File: config.mk
export PLATFORM = sky130hd
export DESIGN_NAME = sq_spi_unit
export DESIGN_NICKNAME = d
export VERILOG_FILES = /design/src/rtl/sq_pkg.sv /design/src/rtl/sq_clkgen.sv /design/src/rtl/sq_spi_unit.sv
export SDC_FILE = /design/constraint.sdc
export NUM_CORES = 1
export LEC_CHECK = 0
export ABC_AREA = 1
export BUFFER_PORTS_ARGS = -buffer_cell sky130_fd_sc_hd__buf_2
export CELL_PAD_IN_SITES_DETAIL_PLACEMENT = 1
export CELL_PAD_IN_SITES_GLOBAL_PLACEMENT = 2
export CORE_MARGIN = 4
export CORE_UTILIZATION = 35
export CTS_CLUSTER_SIZE = 20
export DETAILED_ROUTE_END_ITERATION = 8
export PLACE_DENSITY_LB_ADDON = 0.1
export SKIP_CTS_REPAIR_TIMING = 1
export SLEW_MARGIN = 20
export SYNTH_ARGS = -nofsm -noshare
export SYNTH_HDL_FRONTEND = slang
export SYNTH_HIERARCHICAL = 1
export SYNTH_SLANG_ARGS = --single-unit
export TNS_END_PERCENT = 50
File: constraint.sdc
create_clock -name clk -period 5.53 [get_ports clk]
set_input_delay 0.8295 -clock clk [delete_from_list [all_inputs] [get_ports clk]]
set_output_delay 0.8295 -clock clk [all_outputs]
set_load 0.01 [all_outputs]
File: src/rtl/sq_pkg.sv
// package for the serial unit: constants, types and states
package sq_pkg;
	localparam int NUM_CS = 4;
	localparam int CS_W = 2;
	localparam int DATA_W = 16;
	localparam int DIV_W = 8;
	localparam int CNT_W = 5;
	localparam logic [DIV_W-1:0] DIV_ONE = 8'h01;
	localparam logic [DIV_W-1:0] DIV_RST = 8'h00;
	localparam logic [CNT_W-1:0] BITS_PER_WORD = 5'h10;
	localparam logic [CNT_W-1:0] CNT_ZERO = 5'h00;
	localparam logic [DATA_W-1:0] DATA_ZERO = 16'h0000;

	// per chip select configuration
	typedef struct packed {
		logic             polarity;
		logic             invertedPhaseSetting;
		logic             holdSelectAfterTransfer;
		logic [DIV_W-1:0] serialClockDivider;
	} sq_cscfg_t;

	localparam sq_cscfg_t CSCFG_RST = '{1'b0, 1'b0, 1'b0, DIV_RST};

	// mode register fields
	typedef struct packed {
		logic            master;
		logic            faultDetectOff;
		logic [CS_W-1:0] selectIndex;
	} sq_mode_t;

	localparam sq_mode_t MODE_RST = '{1'b0, 1'b0, 2'h0};

	typedef enum logic [1:0] {
		ST_IDLE  = 2'b00,
		ST_SHIFT = 2'b01,
		ST_DONE  = 2'b11
	} sq_state_t;
endpackage

File: src/rtl/sq_clkgen.sv
// serial clock divider and edge generator
`timescale 1ns/100ps
module sq_clkgen (
	input  wire logic                     clk,
	input  wire logic                     arst_n,
	input  wire logic                     run,
	input  wire logic [sq_pkg::DIV_W-1:0] divider,
	output logic                          tick
);
	logic [sq_pkg::DIV_W-1:0] cnt_r;
	logic [sq_pkg::DIV_W-1:0] cnt_nxt;
	wire                      atEnd = (cnt_r + sq_pkg::DIV_ONE) >= divider;

	// divider of zero behaves as one so the clock never stalls
	assign cnt_nxt = (!run || atEnd) ? sq_pkg::DIV_RST
		: cnt_r + sq_pkg::DIV_ONE;
	assign tick = run && atEnd;

	// half period counter
	always_ff @(posedge clk or negedge arst_n) begin
		if (!arst_n) begin
			cnt_r <= sq_pkg::DIV_RST;
		end else begin
			cnt_r <= cnt_nxt;
		end
	end
endmodule

File: src/rtl/sq_spi_unit.sv
// serial peripheral unit with enable, reset and clock quirks
// Functional notes
// - with select 0 held after transfer and fault detect on, no transfer starts.
// - disabling leaves the transmit-empty flag as it was.
// - writes to the transmit word while disabled are dropped and never sent.
// - a write while disabled does not clear the transmit-empty flag.
// - dma writes after a disable keep being accepted and are lost.
// - in slave mode clearing the enable has no effect.
// - the soft reset bit resets the unit and stops a slave too.
// - mixed dividers of one and other with polarity 1, phase 0 give an extra pulse.
// - the fault-detect-off bit turns fault detection off.
`timescale 1ns/100ps
module sq_spi_unit (
	input  wire logic                         clk,
	input  wire logic                         arst_n,
	input  wire logic                         enableSet,
	input  wire logic                         enableClear,
	input  wire logic                         soft_reset_bit,
	input  wire logic                         modeWrite,
	input  wire sq_pkg::sq_mode_t             modeIn,
	input  wire logic                         cfgWrite,
	input  wire logic [sq_pkg::CS_W-1:0]      cfgIndex,
	input  wire sq_pkg::sq_cscfg_t            cfgIn,
	input  wire logic                         txWrite,
	input  wire logic [sq_pkg::DATA_W-1:0]    txData,
	input  wire logic                         dmaWrite,
	input  wire logic [sq_pkg::DATA_W-1:0]    dmaData,
	input  wire logic                         rxRead,
	input  wire logic                         miso,
	input  wire logic                         mosiIn,
	input  wire logic                         sckIn,
	input  wire logic                         selIn_n,
	output logic                              sck,
	output logic                              mosi,
	output logic [sq_pkg::NUM_CS-1:0]         sel_n,
	output logic                              misoOut,
	output logic                              misoOe_n,
	output logic                              enabled,
	output logic                              tx_holding_empty_flag,
	output logic                              rxFull,
	output logic [sq_pkg::DATA_W-1:0]         rxData,
	output logic                              modeFault,
	output logic                              dmaReady
);
	// ********************************************************
	// state
	// ********************************************************
	sq_pkg::sq_state_t               st_r, st_nxt;
	sq_pkg::sq_mode_t                mode_register_r;
	sq_pkg::sq_cscfg_t               select_config_register_r [sq_pkg::NUM_CS];
	logic                            en_r;
	logic                            txe_r;
	logic [sq_pkg::DATA_W-1:0]       transmit_word_register_r;
	logic [sq_pkg::DATA_W-1:0]       shift_r;
	logic [sq_pkg::CNT_W-1:0]        bits_r;
	logic                            sck_r;
	logic                            half_r;
	logic                            extra_r;
	logic                            fault_r;
	logic                            rxf_r;
	logic [sq_pkg::DATA_W-1:0]       rxd_r;
	logic                            sIn_r, sckPrev_r;
	logic                            tick;

	// ********************************************************
	// decode
	// ********************************************************
	sq_pkg::sq_cscfg_t curCfg;
	assign curCfg = select_config_register_r[mode_register_r.selectIndex];

	// a divider of zero runs at one, so it counts as one here too
	function automatic logic isDivOne(input sq_pkg::sq_cscfg_t c);
		isDivOne = (c.serialClockDivider <= sq_pkg::DIV_ONE);
	endfunction

	// mixed divider detection across all selects
	logic [sq_pkg::NUM_CS-1:0] oneVec;
	genvar gi;
	generate
		for (gi = 0; gi < sq_pkg::NUM_CS; gi++) begin : g_one
			assign oneVec[gi] = isDivOne(select_config_register_r[gi]);
		end
	endgenerate
	wire mixedDiv = (|oneVec) && !(&oneVec);
	wire quirkMode = mixedDiv && curCfg.polarity
		&& !curCfg.invertedPhaseSetting;

	wire faultOn  = !mode_register_r.faultDetectOff;
	wire hangCond = select_config_register_r[0].holdSelectAfterTransfer
		&& faultOn;
	wire anyWrite = txWrite || dmaWrite;
	wire [sq_pkg::DATA_W-1:0] wrData = txWrite ? txData : dmaData;
	wire acceptWr = anyWrite && en_r;
	wire startOk  = en_r && mode_register_r.master && !txe_r
		&& !hangCond && !fault_r;
	wire faultHit = mode_register_r.master && faultOn && !selIn_n;
	// slave keeps running after a clear
	wire enClr    = enableClear && mode_register_r.master;
	wire sckRise  = sckIn && !sckPrev_r;

	assign dmaReady = 1'b1;
	assign enabled = en_r;
	assign tx_holding_empty_flag = txe_r;
	assign rxFull = rxf_r;
	assign rxData = rxd_r;
	assign modeFault = fault_r;
	assign sck = sck_r;
	assign mosi = shift_r[sq_pkg::DATA_W-1];
	assign misoOut = shift_r[sq_pkg::DATA_W-1];
	assign misoOe_n = mode_register_r.master || selIn_n || !en_r;
	assign sel_n = (st_r == sq_pkg::ST_IDLE) ? '1
		: ~(sq_pkg::NUM_CS'(1) << mode_register_r.selectIndex);

	sq_clkgen u_clk (
		.clk     (clk),
		.arst_n  (arst_n),
		.run     (st_r == sq_pkg::ST_SHIFT),
		.divider (curCfg.serialClockDivider),
		.tick    (tick)
	);

	// ********************************************************
	// master sequencer
	// ********************************************************
	always_comb begin
		st_nxt = st_r;
		unique case (st_r)
			sq_pkg::ST_IDLE: if (startOk) st_nxt = sq_pkg::ST_SHIFT;
			sq_pkg::ST_SHIFT: if (tick && half_r
				&& bits_r == sq_pkg::BITS_PER_WORD - 5'h01)
				st_nxt = sq_pkg::ST_DONE;
			sq_pkg::ST_DONE: st_nxt = sq_pkg::ST_IDLE;
			default: st_nxt = sq_pkg::ST_IDLE;
		endcase
	end

	// control and config registers; soft reset restores all of it
	always_ff @(posedge clk or negedge arst_n) begin
		if (!arst_n) begin
			mode_register_r <= sq_pkg::MODE_RST;
			en_r <= 1'b0;
			for (int i = 0; i < sq_pkg::NUM_CS; i++)
				select_config_register_r[i] <= sq_pkg::CSCFG_RST;
		end else if (soft_reset_bit) begin
			mode_register_r <= sq_pkg::MODE_RST;
			en_r <= 1'b0;
			for (int i = 0; i < sq_pkg::NUM_CS; i++)
				select_config_register_r[i] <= sq_pkg::CSCFG_RST;
		end else begin
			if (modeWrite) mode_register_r <= modeIn;
			if (cfgWrite) select_config_register_r[cfgIndex] <= cfgIn;
			if (enClr) en_r <= 1'b0;
			else if (enableSet) en_r <= 1'b1;
		end
	end

	// transmit holding word and its empty flag; disable never touches it
	always_ff @(posedge clk or negedge arst_n) begin
		if (!arst_n) begin
			txe_r <= 1'b1;
			transmit_word_register_r <= sq_pkg::DATA_ZERO;
		end else if (soft_reset_bit) begin
			txe_r <= 1'b1;
			transmit_word_register_r <= sq_pkg::DATA_ZERO;
		end else if (acceptWr) begin
			txe_r <= 1'b0;
			transmit_word_register_r <= wrData;
		end else if (st_r == sq_pkg::ST_IDLE && startOk) begin
			txe_r <= 1'b1;
		end
	end

	// shifter, serial clock and extra pulse quirk
	always_ff @(posedge clk or negedge arst_n) begin
		if (!arst_n) begin
			st_r <= sq_pkg::ST_IDLE;
			shift_r <= sq_pkg::DATA_ZERO;
			bits_r <= sq_pkg::CNT_ZERO;
			sck_r <= 1'b0;
			half_r <= 1'b0;
			extra_r <= 1'b0;
			sIn_r <= 1'b0;
			sckPrev_r <= 1'b0;
		end else if (soft_reset_bit) begin
			st_r <= sq_pkg::ST_IDLE;
			shift_r <= sq_pkg::DATA_ZERO;
			bits_r <= sq_pkg::CNT_ZERO;
			sck_r <= 1'b0;
			half_r <= 1'b0;
			extra_r <= 1'b0;
			sIn_r <= 1'b0;
			sckPrev_r <= sckIn;
		end else begin
			st_r <= st_nxt;
			sckPrev_r <= sckIn;
			if (st_r == sq_pkg::ST_IDLE) begin
				sck_r <= curCfg.polarity;
				half_r <= 1'b0;
				bits_r <= sq_pkg::CNT_ZERO;
				extra_r <= quirkMode;
				if (startOk) shift_r <= transmit_word_register_r;
				else if (en_r && !mode_register_r.master
					&& !selIn_n && sckRise) // slave shift
					shift_r <= {shift_r[sq_pkg::DATA_W-2:0], mosiIn};
			end else if (st_r == sq_pkg::ST_SHIFT && tick) begin
				sck_r <= !sck_r;
				half_r <= !half_r;
				if (!half_r) sIn_r <= miso;
				else begin
					shift_r <= {shift_r[sq_pkg::DATA_W-2:0], sIn_r};
					bits_r <= bits_r + 5'h01;
				end
			end else if (st_r == sq_pkg::ST_DONE) begin
				// stray pulse: one more low phase before idle
				sck_r <= extra_r ? !curCfg.polarity : curCfg.polarity;
				extra_r <= 1'b0;
			end
		end
	end

	// receive holder and mode fault flag; set wins over clear
	always_ff @(posedge clk or negedge arst_n) begin
		if (!arst_n) begin
			rxf_r <= 1'b0;
			rxd_r <= sq_pkg::DATA_ZERO;
			fault_r <= 1'b0;
		end else if (soft_reset_bit) begin
			rxf_r <= 1'b0;
			rxd_r <= sq_pkg::DATA_ZERO;
			fault_r <= 1'b0;
		end else begin
			if (st_r == sq_pkg::ST_DONE) begin
				rxf_r <= 1'b1;
				rxd_r <= shift_r;
			end else if (rxRead) rxf_r <= 1'b0;
			if (faultHit) fault_r <= 1'b1;
			else if (modeWrite) fault_r <= 1'b0;
		end
	end
endmodule

## Word-level counts from Yosys, hierarchy flattened

Cells that the tools add are included.

| word-level totals | value |
|---|---|
| register bits after elaboration | 120 |
| output and inout bits | 29 |
| bits of input ports | 63 |
| word-level logic and storage cells | 177 |

| operators by class | value |
|---|---|
| eq/ne operators | 9 |
| muxes and demuxes | 59 |
| shift operators | 1 |
| order comparisons | 8 |
| bitwise operators | 3 |
| reductions and logical operators | 61 |
| add/subtract/negate cells | 2 |

Operators by type and width:

| cell | count |
|---|---|
| $mux W16 | 11 |
| $mux W44 | 2 |
| $bwmux W44 | 1 |
| $mux W11 | 3 |
| $le A8 B1 Y1 const B | 4 |
| $mux W1 | 28 |
| $bmux W11 S2 | 1 |
| $demux W11 S2 | 1 |
| $logic_and A1 B1 Y1 | 22 |
| $reduce_bool A3 Y1 | 7 |
| $mux W5 | 4 |
| $logic_not A1 Y1 | 14 |
| $mux W4 | 3 |
| $reduce_bool A2 Y1 | 5 |
| $ne A3 B3 Y1 const B | 3 |
| $add A8 B1 Y8 const B | 1 |
| $ge A8 B8 Y1 | 1 |
| $mux W8 | 1 |
| $ge A3 B3 Y1 const B | 2 |
| $mux W2 | 3 |
| $not A2 Y3 | 2 |
| $reduce_and A2 Y1 | 3 |
| $reduce_and A3 Y1 | 2 |
| $add A5 B1 Y5 const B | 1 |
| 14 further kinds | 18 |

## Logic depth before layout (Yosys ltp)

Gate-level depths: netlist of run 1.

| depth | value |
|---|---|
| depth after elaboration | 11 |
| gate-level depth with buffers | 22 |
| gate-level depth less buffers | 20 |

## Cells and area by module

Netlist of run 1, hierarchy kept.

Modules (own cells, without submodules):

| module | sequential area each (sq um) | times used | cells each | area each (sq um) |
|---|---|---|---|---|
| sq_spi_unit | 2728.9 | 1 | 599 | 5072.4 |
| sq_clkgen | 200.2 | 1 | 77 | 608.1 |

## Worst setup path before layout of run 1

Ideal clock, no wire load.

| timing | value |
|---|---|
| path kind | flip-flop to flip-flop |
| start point | register mode_register_r[0] in the netlist's numbering |
| end point | register shift_r[10] in the netlist's numbering |
| arrival time | 2745 ps |
| setup slack | 2720 ps |
| data required time | 5465 ps |
| clock period less this slack | 2810 ps |
| cell stages (with the launch flop) | 19 |
| cell sequence | dfrtp_1 > clkbuf_1 > nor2_1 > a221oi_1 > o21ai_0 > inv_1 > ha_1 > nand2_1 > o21a_1 > a21boi_0 > inv_1 > nor2_2 > nand2_1 > nand3_2 > nand2_4 > nor2_8 > buf_6 > nand2_1 > nand2_1 |

RTL lines:

| item | line | text |
|---|---|---|
| start, declared | sq_spi_unit.sv:49 | `sq_pkg::sq_mode_t mode_register_r;` |
| start signal, assigned | sq_spi_unit.sv:140 | `mode_register_r <= sq_pkg::MODE_RST;` |
| start signal, assigned | sq_spi_unit.sv:145 | `mode_register_r <= sq_pkg::MODE_RST;` |
| start signal, assigned | sq_spi_unit.sv:150 | `if (modeWrite) mode_register_r <= modeIn;` |
| end signal, assigned | sq_spi_unit.sv:177 | `shift_r <= sq_pkg::DATA_ZERO;` |
| end signal, assigned | sq_spi_unit.sv:186 | `shift_r <= sq_pkg::DATA_ZERO;` |
| end signal, assigned | sq_spi_unit.sv:201 | `if (startOk) shift_r <= transmit_word_register_r;` |
| end, declared | sq_spi_unit.sv:54 | `logic [sq_pkg::DATA_W-1:0] shift_r;` |

==> flow_summary.toml, run 1 <==
[outcome]
status = "finished clean"

[power]
ir_worst_vdd_mv = 0.208
p_total_mw = 2.22
power_density_nw_per_um2 = 322
p_leak_nw = 3.35

[grt]
grt_max_degree = 77
grt_util_all_layers_pct = 19.4
antenna_found_initial = 0
grt_pass1_wl_microns = 27700
grt.overflow.total = 0
grt_pass1_vias = 5219

[finish]
antennaDiodeCount = 0
final_common_cell = "nand2_1"
final_cells = 987
utilization_pct = 43.4
drive_gt1_share_pct = 18.2
nets = 833
fillers = 1948
areaGrowthSynthToFinish_pct = 21.4
layout_common_cells = "nand2_1, dfrtp_1, inv_1"

[critical_path]
path_class = "flop to flop"
cp_common_cell = "nand2_1"
rrSetupSlack_ns = 2.10
cp-start-kind = "flop"
cp_top_family = "simple AND/OR/NAND/NOR gates"
timing.rr.start = "mode_register_r[0]$_DFFE_PN0P_"
critical_path.cell_chain = "nor2_1 -> a22oi_1 -> o221ai_1 -> inv_1 -> ha_1 -> a21oi_1 -> o21a_1 -> a21boi_0 -> inv_1 -> nor2_2 -> nand2_1 -> nand3_2 -> nand2_4 -> nor2_8 -> nand2_1 -> nand2_1"
cp_num_buf_inv = 2
slowest_stage = "nor2_1"
worstPathRequired_ns = 5.88
end_kind = "flop"
arrival_ns = 3.78
crit_fanout = 17
worstReg2RegEnd = "shift_r[10]$_DFFE_PN0P_"
crit_path_max_incr_delay_ns = 0.57
worstRegToRegCells = 16

[route]
firstDrtPassIters = 5
avgRoutedWirePerCell_microns = 16.9
ant_nets = 0
num_vias = 4981
wirelength_microns = 16700
drtIter0Drc = 255
vias_per_cell = 5.05
drc_errors = 0

[synthesis]
synthXorXnorAreaFrac_pct = 0.617
synthMuxAreaShare_pct = 0.705
synth_edf_count = 0
syn_nets = 750
synthAdderAreaFrac_pct = 2.42
synth-main-ff-cell = "dfrtp_1"
yosys.area.top_type_share_pct = 51.1
ys_ff_latch = 117
synth_top_family_by_area = "simple AND/OR/NAND/NOR gates"
synth_top_cell_by_area = "dfrtp_1"
synth_warnings = 6
synth_compound_area_share_pct = 15.0
yosys.area_share.simple_pct = 21.1
synth_area_sq_um = 5680
synth-async-reset-ratio_pct = 100
yosys-top-cells-area = "dfrtp_1, nand2_1, inv_1"
avgSynthCellArea_sq_um = 8.40
yosysSeqAreaShare_pct = 51.6
syn_inst = 676
synth_cell_types = 41

[clocking]
clock_latency_ns = 0.41
cts_tree = "yes"
cts_root_buf = "clkbuf_16"
h-tree-depth = 4
clock_sinks = 117
cts_inserted_buffers = 17
clk_pin_slew_worst_paths_ns = 0.05
cts_buffer_depth = 2

[timing]
rsz0062_at_grt = "no"
hold_viol = 0
fin_crit_ns = 3.43
fmax_mhz = 291
finClkSkew_ns = 0.00650
fin_crit_sh_pct = 62.1
maxSlewViolCount = 0
timing.hold.ws_ns = 0.443
worst_slew_pin_slew_ns = 0.929
tns_ns = 0
relSlewSlack_pct = 38.0
setup_viol = 0

[floorplan]
core_area_sq_um = 15900
rows = 46
initial_core_util_pct = 35.8
die_w_microns = 135
die_area_sq_um = 18300
pin_count = 92
die_y_microns = 135

[placement]
hpwl_microns = 12200
gp_congestion = 0.857
place_inst = 956
io_buffer_count = 90

[worst_hold_path]
hold_class = "input port to async pin"

[run]
drv_cap = 0
## worst max path at each step
stage | startpoint | end | slack (ns) | depth (start not counted)
floorplan | mode_register_r[0]$_DFFE_PN0P_ | shift_r[10]$_DFFE_PN0P_ | 2.72 | 18
global placement | mode_register_r[0]$_DFFE_PN0P_ | shift_r[5]$_DFFE_PN0P_ | 2.29 | 19
detailed placement | mode_register_r[0]$_DFFE_PN0P_ | shift_r[7]$_DFFE_PN0P_ | 2.19 | 19
CTS | mode_register_r[0]$_DFFE_PN0P_ | shift_r[7]$_DFFE_PN0P_ | 2.11 | 16
global route | mode_register_r[0]$_DFFE_PN0P_ | shift_r[2]$_DFFE_PN0P_ | 1.68 | 19
finish | mode_register_r[0]$_DFFE_PN0P_ | shift_r[10]$_DFFE_PN0P_ | 2.10 | 16
## cell type report
type / instances / area (sq um) / share of cell area, %
flip-flops and latches: 117 / 2930 / 42.5
multi-input cells: 439 / 2270 / 33.0
clock buffers: 22 / 484 / 7.02
repair buffers: 91 / 464 / 6.73
inverters: 93 / 349 / 5.06
well taps: 216 / 270 / 3.92
clock inverters: 9 / 125 / 1.81
## metal layers
metal,GRT usage (%),share of wire [%]
met2,28.0,43
met1,29.4,51
met4,4.65,0.80
met3,4.46,4.7
met5,0,0
## logic make-up (layout without fill, tap and decap cells)
kind of cell    count (synthesis)  in the layout
mux                             4              4
fa+ha+maj                      11             11
buf+inv                       120            215
flops                         117            117
xor+xnor                        4              4
compound gates                144            144
other cells                     1              1
simple gates                  275            275
## per-stage QoR
| stage | setup slack [ns] | instance area (sq um) |
|---|---|---|
| after floorplan | 2.72 | 5680 |
| after global placement | 2.29 | 6270 |
| after detailed placement | 2.19 | 6270 |
| after CTS | 2.11 | 6880 |
| after global routing | 1.68 | 6900 |
| final | 2.10 | 6900 |
## state kept, by name, indices dropped and copies added (netlist names), 2 cells and up
register and flops:
select_config_register_r 41, rxData 16, shift_r 16, transmit_word_register_r 16
u_clk/cnt_r 8, bits_r 5, mode_register_r 4, st_r 2
## cells in the mapped netlist, types with 5 or more instances
cell type / instances
nor3_1: 7
nand4_1: 8
ha_1: 11
nor2_2: 5
nor2_1: 41
nand3_1: 35
nand2_1: 166
clkbuf_1: 11
a22oi_1: 7
buf_4: 5
dfrtp_1: 116
inv_1: 92
o31ai_1: 12
nand3_2: 5
o221ai_1: 7
a21oi_1: 10
o22ai_1: 28
o21ai_0: 69
buf_2: 7
## power by group
part	total (mW)	switching [mW]	leakage, nW	internal, mW
logic	0.175	0.119	1.46	0.0554
registers	0.907	0.0210	1.60	0.886
clock network	1.14	0.385	0.298	0.750
No activity file was read; power rests on OpenSTA's default activity.
==> inputs of run 2 (changes only) <==
--- a/config.mk
+++ b/config.mk
@@ -10,7 +10,7 @@
 export CELL_PAD_IN_SITES_DETAIL_PLACEMENT = 1
 export CELL_PAD_IN_SITES_GLOBAL_PLACEMENT = 2
 export CORE_MARGIN = 4
-export CORE_UTILIZATION = 35
+export CORE_UTILIZATION = 30
 export CTS_CLUSTER_SIZE = 20
 export DETAILED_ROUTE_END_ITERATION = 8
 export PLACE_DENSITY_LB_ADDON = 0.1
==> constraint.sdc (replaced) <==
create_clock -name clk -period 2.9 [get_ports clk]
set_input_delay 0.435 -clock clk [delete_from_list [all_inputs] [get_ports clk]]
set_output_delay 0.435 -clock clk [all_outputs]
set_load 0.01 [all_outputs]
==> run 2 against run 1 <==
Combinational power grew 120%. Maximum frequency grew 26%. Count of clock-buffer cells in the layout shrank 3. Cell count grew 4.8%. Wire length grew 3.0%. Cell area grew 4.2%. Clock skew grew 0.0040 ns. Highest routed layer unchanged.
==> flow_summary.toml, run 2 (synthesis gave the netlist of run 1 again) <==
[critical_path]
crit_end = "shift_r[7]$_DFFE_PN0P_"
crit_path_max_incr_delay_ns = 0.45
critical_path.cell_chain = "inv_2 -> nor2_2 -> inv_2 -> nor2_2 -> a221oi_2 -> o21ai_1 -> inv_1 -> ha_1 -> nand2_1 -> o21a_1 -> a21boi_2 -> inv_2 -> nor2_4 -> nand2_2 -> nand3_2 -> nand2_4 -> nor2_4 -> nand2_1 -> nand2_1"
crit_cells = 19
arrival_ns = 3.07
end_kind = "flop"
worstPathRequired_ns = 3.26
path_class = "flop to flop"
slowest_stage = "dfrtp_2"
crit_fanout = 8
worstRegToRegCells = 19
cp_num_buf_inv = 4
rrSetupSlack_ns = 0.18
cp_top_family = "simple AND/OR/NAND/NOR gates"
cp-start-kind = "flop"
worstReg2RegEnd = "shift_r[7]$_DFFE_PN0P_"
timing.rr.start = "mode_register_r[1]$_DFFE_PN0P_"
cp-startpoint = "mode_register_r[1]$_DFFE_PN0P_"

[floorplan]
rows = 50
die_y_microns = 146
die_area_sq_um = 21200
die_w_microns = 146
core_area_sq_um = 18600
pin_count = 92
initial_core_util_pct = 30.5

[timing]
fin_crit_ns = 2.72
finClkSkew_ns = 0.0105
setup_slack_ns = 0.185
relSlewSlack_pct = 51.5
worst_slew_pin_slew_ns = 0.727
maxSlewViolCount = 0
hold_viol = 0
fmax_mhz = 368
fin_crit_sh_pct = 93.6
setup_viol = 0

[grt]
grt_pass1_wl_microns = 28300
grt.overflow.total = 0
grt_util_all_layers_pct = 16.6
grt_pass1_vias = 5281
antenna_found_initial = 1
grt_max_degree = 93

[placement]
place_inst = 992
io_buffer_count = 90
place_ws_ns = -0.127
hpwl_microns = 12700
place_area_sq_um = 6450
gp_congestion = 0.814

[clocking]
clock_sinks = 117
cts_root_buf = "clkbuf_16"
h-tree-depth = 4
clock_latency_ns = 0.42
cts_tree = "yes"
cts_inserted_buffers = 17
cts_buffer_depth = 2
clk_pin_slew_worst_paths_ns = 0.06

[route]
firstDrtPassIters = 4
num_vias = 4973
vias_per_cell = 4.81
wirelength_microns = 17200
drc_errors = 0
avgRoutedWirePerCell_microns = 16.6
drtIter0Drc = 231
ant_nets = 0

[power]
p_leak_nw = 3.46
power_density_nw_per_um2 = 565
ir_worst_vdd_mv = 0.391

[finish]
layout_common_cells = "nand2_1, dfrtp_1, buf_2"
final_common_cell = "nand2_1"
nets = 860
postLayoutCellArea_sq_um = 7190
drive_gt1_share_pct = 24.3
final_cells = 1034
utilization_pct = 38.5
areaGrowthSynthToFinish_pct = 26.5
largest_reg_flops = 41
top_register = "select_config_register_r"

[worst_hold_path]
hold_class = "input port to flop"

[outcome]
status = "finished clean"

[run]
drv_cap = 0
-- run 2: power by group --
group / leakage [nW] / internal (mW) / switching (mW)
logic: 1.60 / 0.136 / 0.242
clock network: 0.270 / 1.14 / 0.808
registers: 1.59 / 1.69 / 0.0403
-- run 2: per-stage QoR --
| step | power, mW | setup TNS, ns | hold slack [ns] |
|---|---|---|---|
| after floorplan | 1.93 | 0 | 0.139 |
| after CTS | 4.09 | -2.34 | -0.0864 |
| after global placement | 2.10 | 0 | 0.372 |
| after detailed placement | 2.11 | -1.68 | 0.371 |
| after global routing | 4.25 | -0.0429 | 0.132 |
| final | 4.06 | 0 | 0.145 |
-- run 2: layout make-up --
class | instances | area, sq um
fillers | 2218 | 11500
flip-flops and latches | 117 | 2930
multi-input cells | 440 | 2380
repair buffers | 117 | 676
clock buffers | 19 | 453
inverters | 93 | 349
well taps | 234 | 293
clock inverters | 13 | 100
diodes | 1 | 2.50
-- run 2: how the worst min path moves through the flow --
stage,from,endpoint,slack (ns),cells past startpoint
CTS,arst_n,rxData[6]$_DFFE_PN0P_,-0.09,1
detailed placement,arst_n,rxData[7]$_DFFE_PN0P_,0.37,1
global route,sckIn,sckPrev_r$_DFF_PN0_,0.13,1
global placement,arst_n,rxData[7]$_DFFE_PN0P_,0.37,1
finish,sckIn,sckPrev_r$_DFF_PN0_,0.14,1
floorplan,arst_n,bits_r[0]$_DFFE_PN0P_,0.14,0
-- run 2: layer usage --
| metal | GRT usage [%] | part of all wire (%) | vias up |
|---|---|---|---|
| met3 | 3.43 | 3.3 | 20 |
| met4 | 5.60 | 1.6 | 0 |
| met1 | 25.2 | 53 | 2404 |
| met5 | 0 | 0 | - |
| li1 | - | - | 2453 |
| met2 | 23.5 | 42 | 96 |
==> inputs of run 3 (changes only) <==
--- a/config.mk
+++ b/config.mk
@@ -13,11 +13,11 @@
 export CORE_UTILIZATION = 30
 export CTS_CLUSTER_SIZE = 20
 export DETAILED_ROUTE_END_ITERATION = 8
+export HOLD_SLACK_MARGIN = 0.1
 export PLACE_DENSITY_LB_ADDON = 0.1
 export SKIP_CTS_REPAIR_TIMING = 1
 export SLEW_MARGIN = 20
 export SYNTH_ARGS = -nofsm -noshare
 export SYNTH_HDL_FRONTEND = slang
-export SYNTH_HIERARCHICAL = 1
 export SYNTH_SLANG_ARGS = --single-unit
 export TNS_END_PERCENT = 50
==> run 3 against run 2 <==
Via count grew 4.2%. Highest routed layer unchanged. Critical endpoint is now shift_r[4]$_DFFE_PN0P_. Flip-flop and latch count unchanged. Clock skew down 0.0011 ns. Wire length increased by 8.8%. Synthesized cell count is 0.44% higher. Hold slack lost 0.0042 ns. Utilization is 0.54 points higher.
==> flow_summary.toml, run 3 <==
[grt]
grt_max_degree = 60
grt_pass1_vias = 5676
antenna_found_initial = 0
grt_pass1_wl_microns = 30200
grt_util_all_layers_pct = 17.7
grt.overflow.total = 0

[clocking]
clk_pin_slew_worst_paths_ns = 0.06
h-tree-depth = 4
cts_inserted_buffers = 17
cts_buffer_depth = 2
cts_tree = "yes"
cts_root_buf = "clkbuf_16"
clock_latency_ns = 0.41
clock_sinks = 117

[synthesis]
synth_compound_area_share_pct = 13.9
yosys-top-cells-count = "nand2_1, dfrtp_1, nand3_1, nor2_1, inv_1"
synth_warnings = 0
synth-main-ff-cell = "dfrtp_1"
yosysSeqAreaShare_pct = 50.9
avgSynthCellArea_sq_um = 8.47
yosys.area_share.simple_pct = 24.0
synth_edf_count = 0
synth-async-reset-ratio_pct = 100
yosys.area.top_type_share_pct = 50.5
syn_inst = 679
synth_top_cell_by_area = "dfrtp_1"
synth_top_family_by_area = "simple AND/OR/NAND/NOR gates"
synthAdderAreaFrac_pct = 2.39
ys_ff_latch = 117
synthXorXnorAreaFrac_pct = 0.914
synth_area_sq_um = 5750
yosys-top-cells-area = "dfrtp_1, nand2_1, nand3_1"
syn_nets = 753
synthMuxAreaShare_pct = 0.696
synth_cell_types = 40
yosysMostFrequentCell = "nand2_1"

[finish]
fillers = 2249
largest_reg_flops = 41
nets = 861
seqCellArea_sq_um = 2930
antennaDiodeCount = 0
final_common_cell = "nand2_1"
top_register = "select_config_register_r"
final_cells = 1034
drive_gt1_share_pct = 22.4
areaGrowthSynthToFinish_pct = 27.5
multi_input_area_sq_um = 2500
layout_common_cells = "nand2_1, dfrtp_1, buf_2"
utilization_pct = 39.1

[power]
power_density_nw_per_um2 = 618
internal-power_mw = 3.48
seqPwrFrac_pct = 38.2
p_total_mw = 4.53
p_clk_share_pct = 53.5
p_sw_share_pct = 23.2
switchingPower_mw = 1.05
comb_power_share_pct = 8.3
p_leak_nw = 3.56
ir_worst_vdd_mv = 0.368

[timing]
setup_slack_ns = 0.181
setup_viol = 0
fin_crit_sh_pct = 93.8
fin_crit_ns = 2.72
finClkSkew_ns = 0.00941
relSlewSlack_pct = 45.1
maxSlewViolCount = 0
tns_ns = 0
hold_viol = 0
worst_slew_pin_slew_ns = 0.823
fmax_mhz = 368

[route]
wirelength_microns = 18700
ant_nets = 0
drtIter0Drc = 193
vias_per_cell = 5.01
drc_errors = 0
avgRoutedWirePerCell_microns = 18.1
num_vias = 5183
firstDrtPassIters = 4

[placement]
gp_congestion = 0.878
place_ws_ns = -0.0721
io_buffer_count = 90
place_inst = 992
hpwl_microns = 13500

[critical_path]
end_kind = "flop"
crit_fanout = 6
cp-start-kind = "flop"
path_class = "flop to flop"
arrival_ns = 3.02
worstPathRequired_ns = 3.20

[floorplan]
pin_count = 92
die_area_sq_um = 21400
die_w_microns = 146
die_y_microns = 146
initial_core_util_pct = 30.6
rows = 50
core_area_sq_um = 18800

[worst_hold_path]
hold_class = "input port to flop"

[run]
drv_cap = 0

[outcome]
status = "finished clean"
run 3: area by class of cell:
class	instances	area share, %
clock buffer	24	6.98
sequential	117	40.0
clock inverter	8	2.29
tap	234	3.99
timing repair buffer	117	9.31
inverter	64	3.34
multi-input combinational	470	34.1
run 3: cell families after synthesis:
kind of cell,after synthesis
XOR/XNOR,6
adder cells (fa/ha/maj),11
multiplexers,4
buffers and inverters,93
AO/OA/AOI/OAI,137
flip-flops,117
AND/OR/NAND/NOR,310
other,1
run 3: metrics by stage:
stage | hold slack [ns] | cell area, sq um
6_report | 0.141 | 7330
4_1_cts | 0.0309 | 7160
3_5_place_dp | 0.471 | 6480
2_1_floorplan | 0.139 | 5750
3_3_place_gp | 0.459 | 6480
5_1_grt | 0.119 | 7330
run 3: metal layers:
| metal | wire length, microns | global-route usage [%] |
|---|---|---|
| met2 | 9690 | 32.0 |
| met3 | 509 | 3.88 |
| met1 | 8300 | 21.3 |
| met5 | 0 | 0 |
| met4 | 229 | 4.14 |
run 3: path summary, 6_finish.rpt:
check | startpoint | to | slack (ns) | cells after the start
setup / recovery | mode_register_r[0]$_DFFE_PN0P_ | shift_r[4]$_DFFE_PN0P_ | 0.18 | 15
hold / removal | sckIn | sckPrev_r$_DFF_PN0_ | 0.14 | 1
setup reg to reg | mode_register_r[0]$_DFFE_PN0P_ | shift_r[4]$_DFFE_PN0P_ | 0.18 | 15
hold reg to reg | shift_r[3]$_DFFE_PN0P_ | shift_r[3]$_DFFE_PN0P_ | 0.48 | 2
max in group asynchronous | arst_n | mode_register_r[1]$_DFFE_PN0P_ | 1.53 | 3
min in group asynchronous | arst_n | rxData[3]$_DFFE_PN0P_ | 0.61 | 2
run 3: worst max-delay path, stage by stage (launching register included):
cell and delay, ns:
dfrtp_1 0.48, inv_1 0.09, nand2_1 0.15, buf_4 0.16
o22ai_1 0.09, a221oi_4 0.27, buf_4 0.16, ha_1 0.22
a21oi_1 0.15, o21a_1 0.17, nand2_2 0.10, nand3_4 0.14
nand2_8 0.10, buf_4 0.18, nand3_1 0.08, nand2_1 0.07
run 3: power by group through the flow:
| stage | registers [mW] | logic, mW | clock network [mW] |
|---|---|---|---|
| after global routing | 1.74 | 0.424 | 2.56 |
| after detailed placement | 1.76 | 0.365 | 0 |
| after global placement | 1.76 | 0.355 | 0 |
| after CTS | 1.73 | 0.369 | 2.47 |
| after floorplan | 1.74 | 0.202 | 0 |
| final | 1.73 | 0.375 | 2.43 |
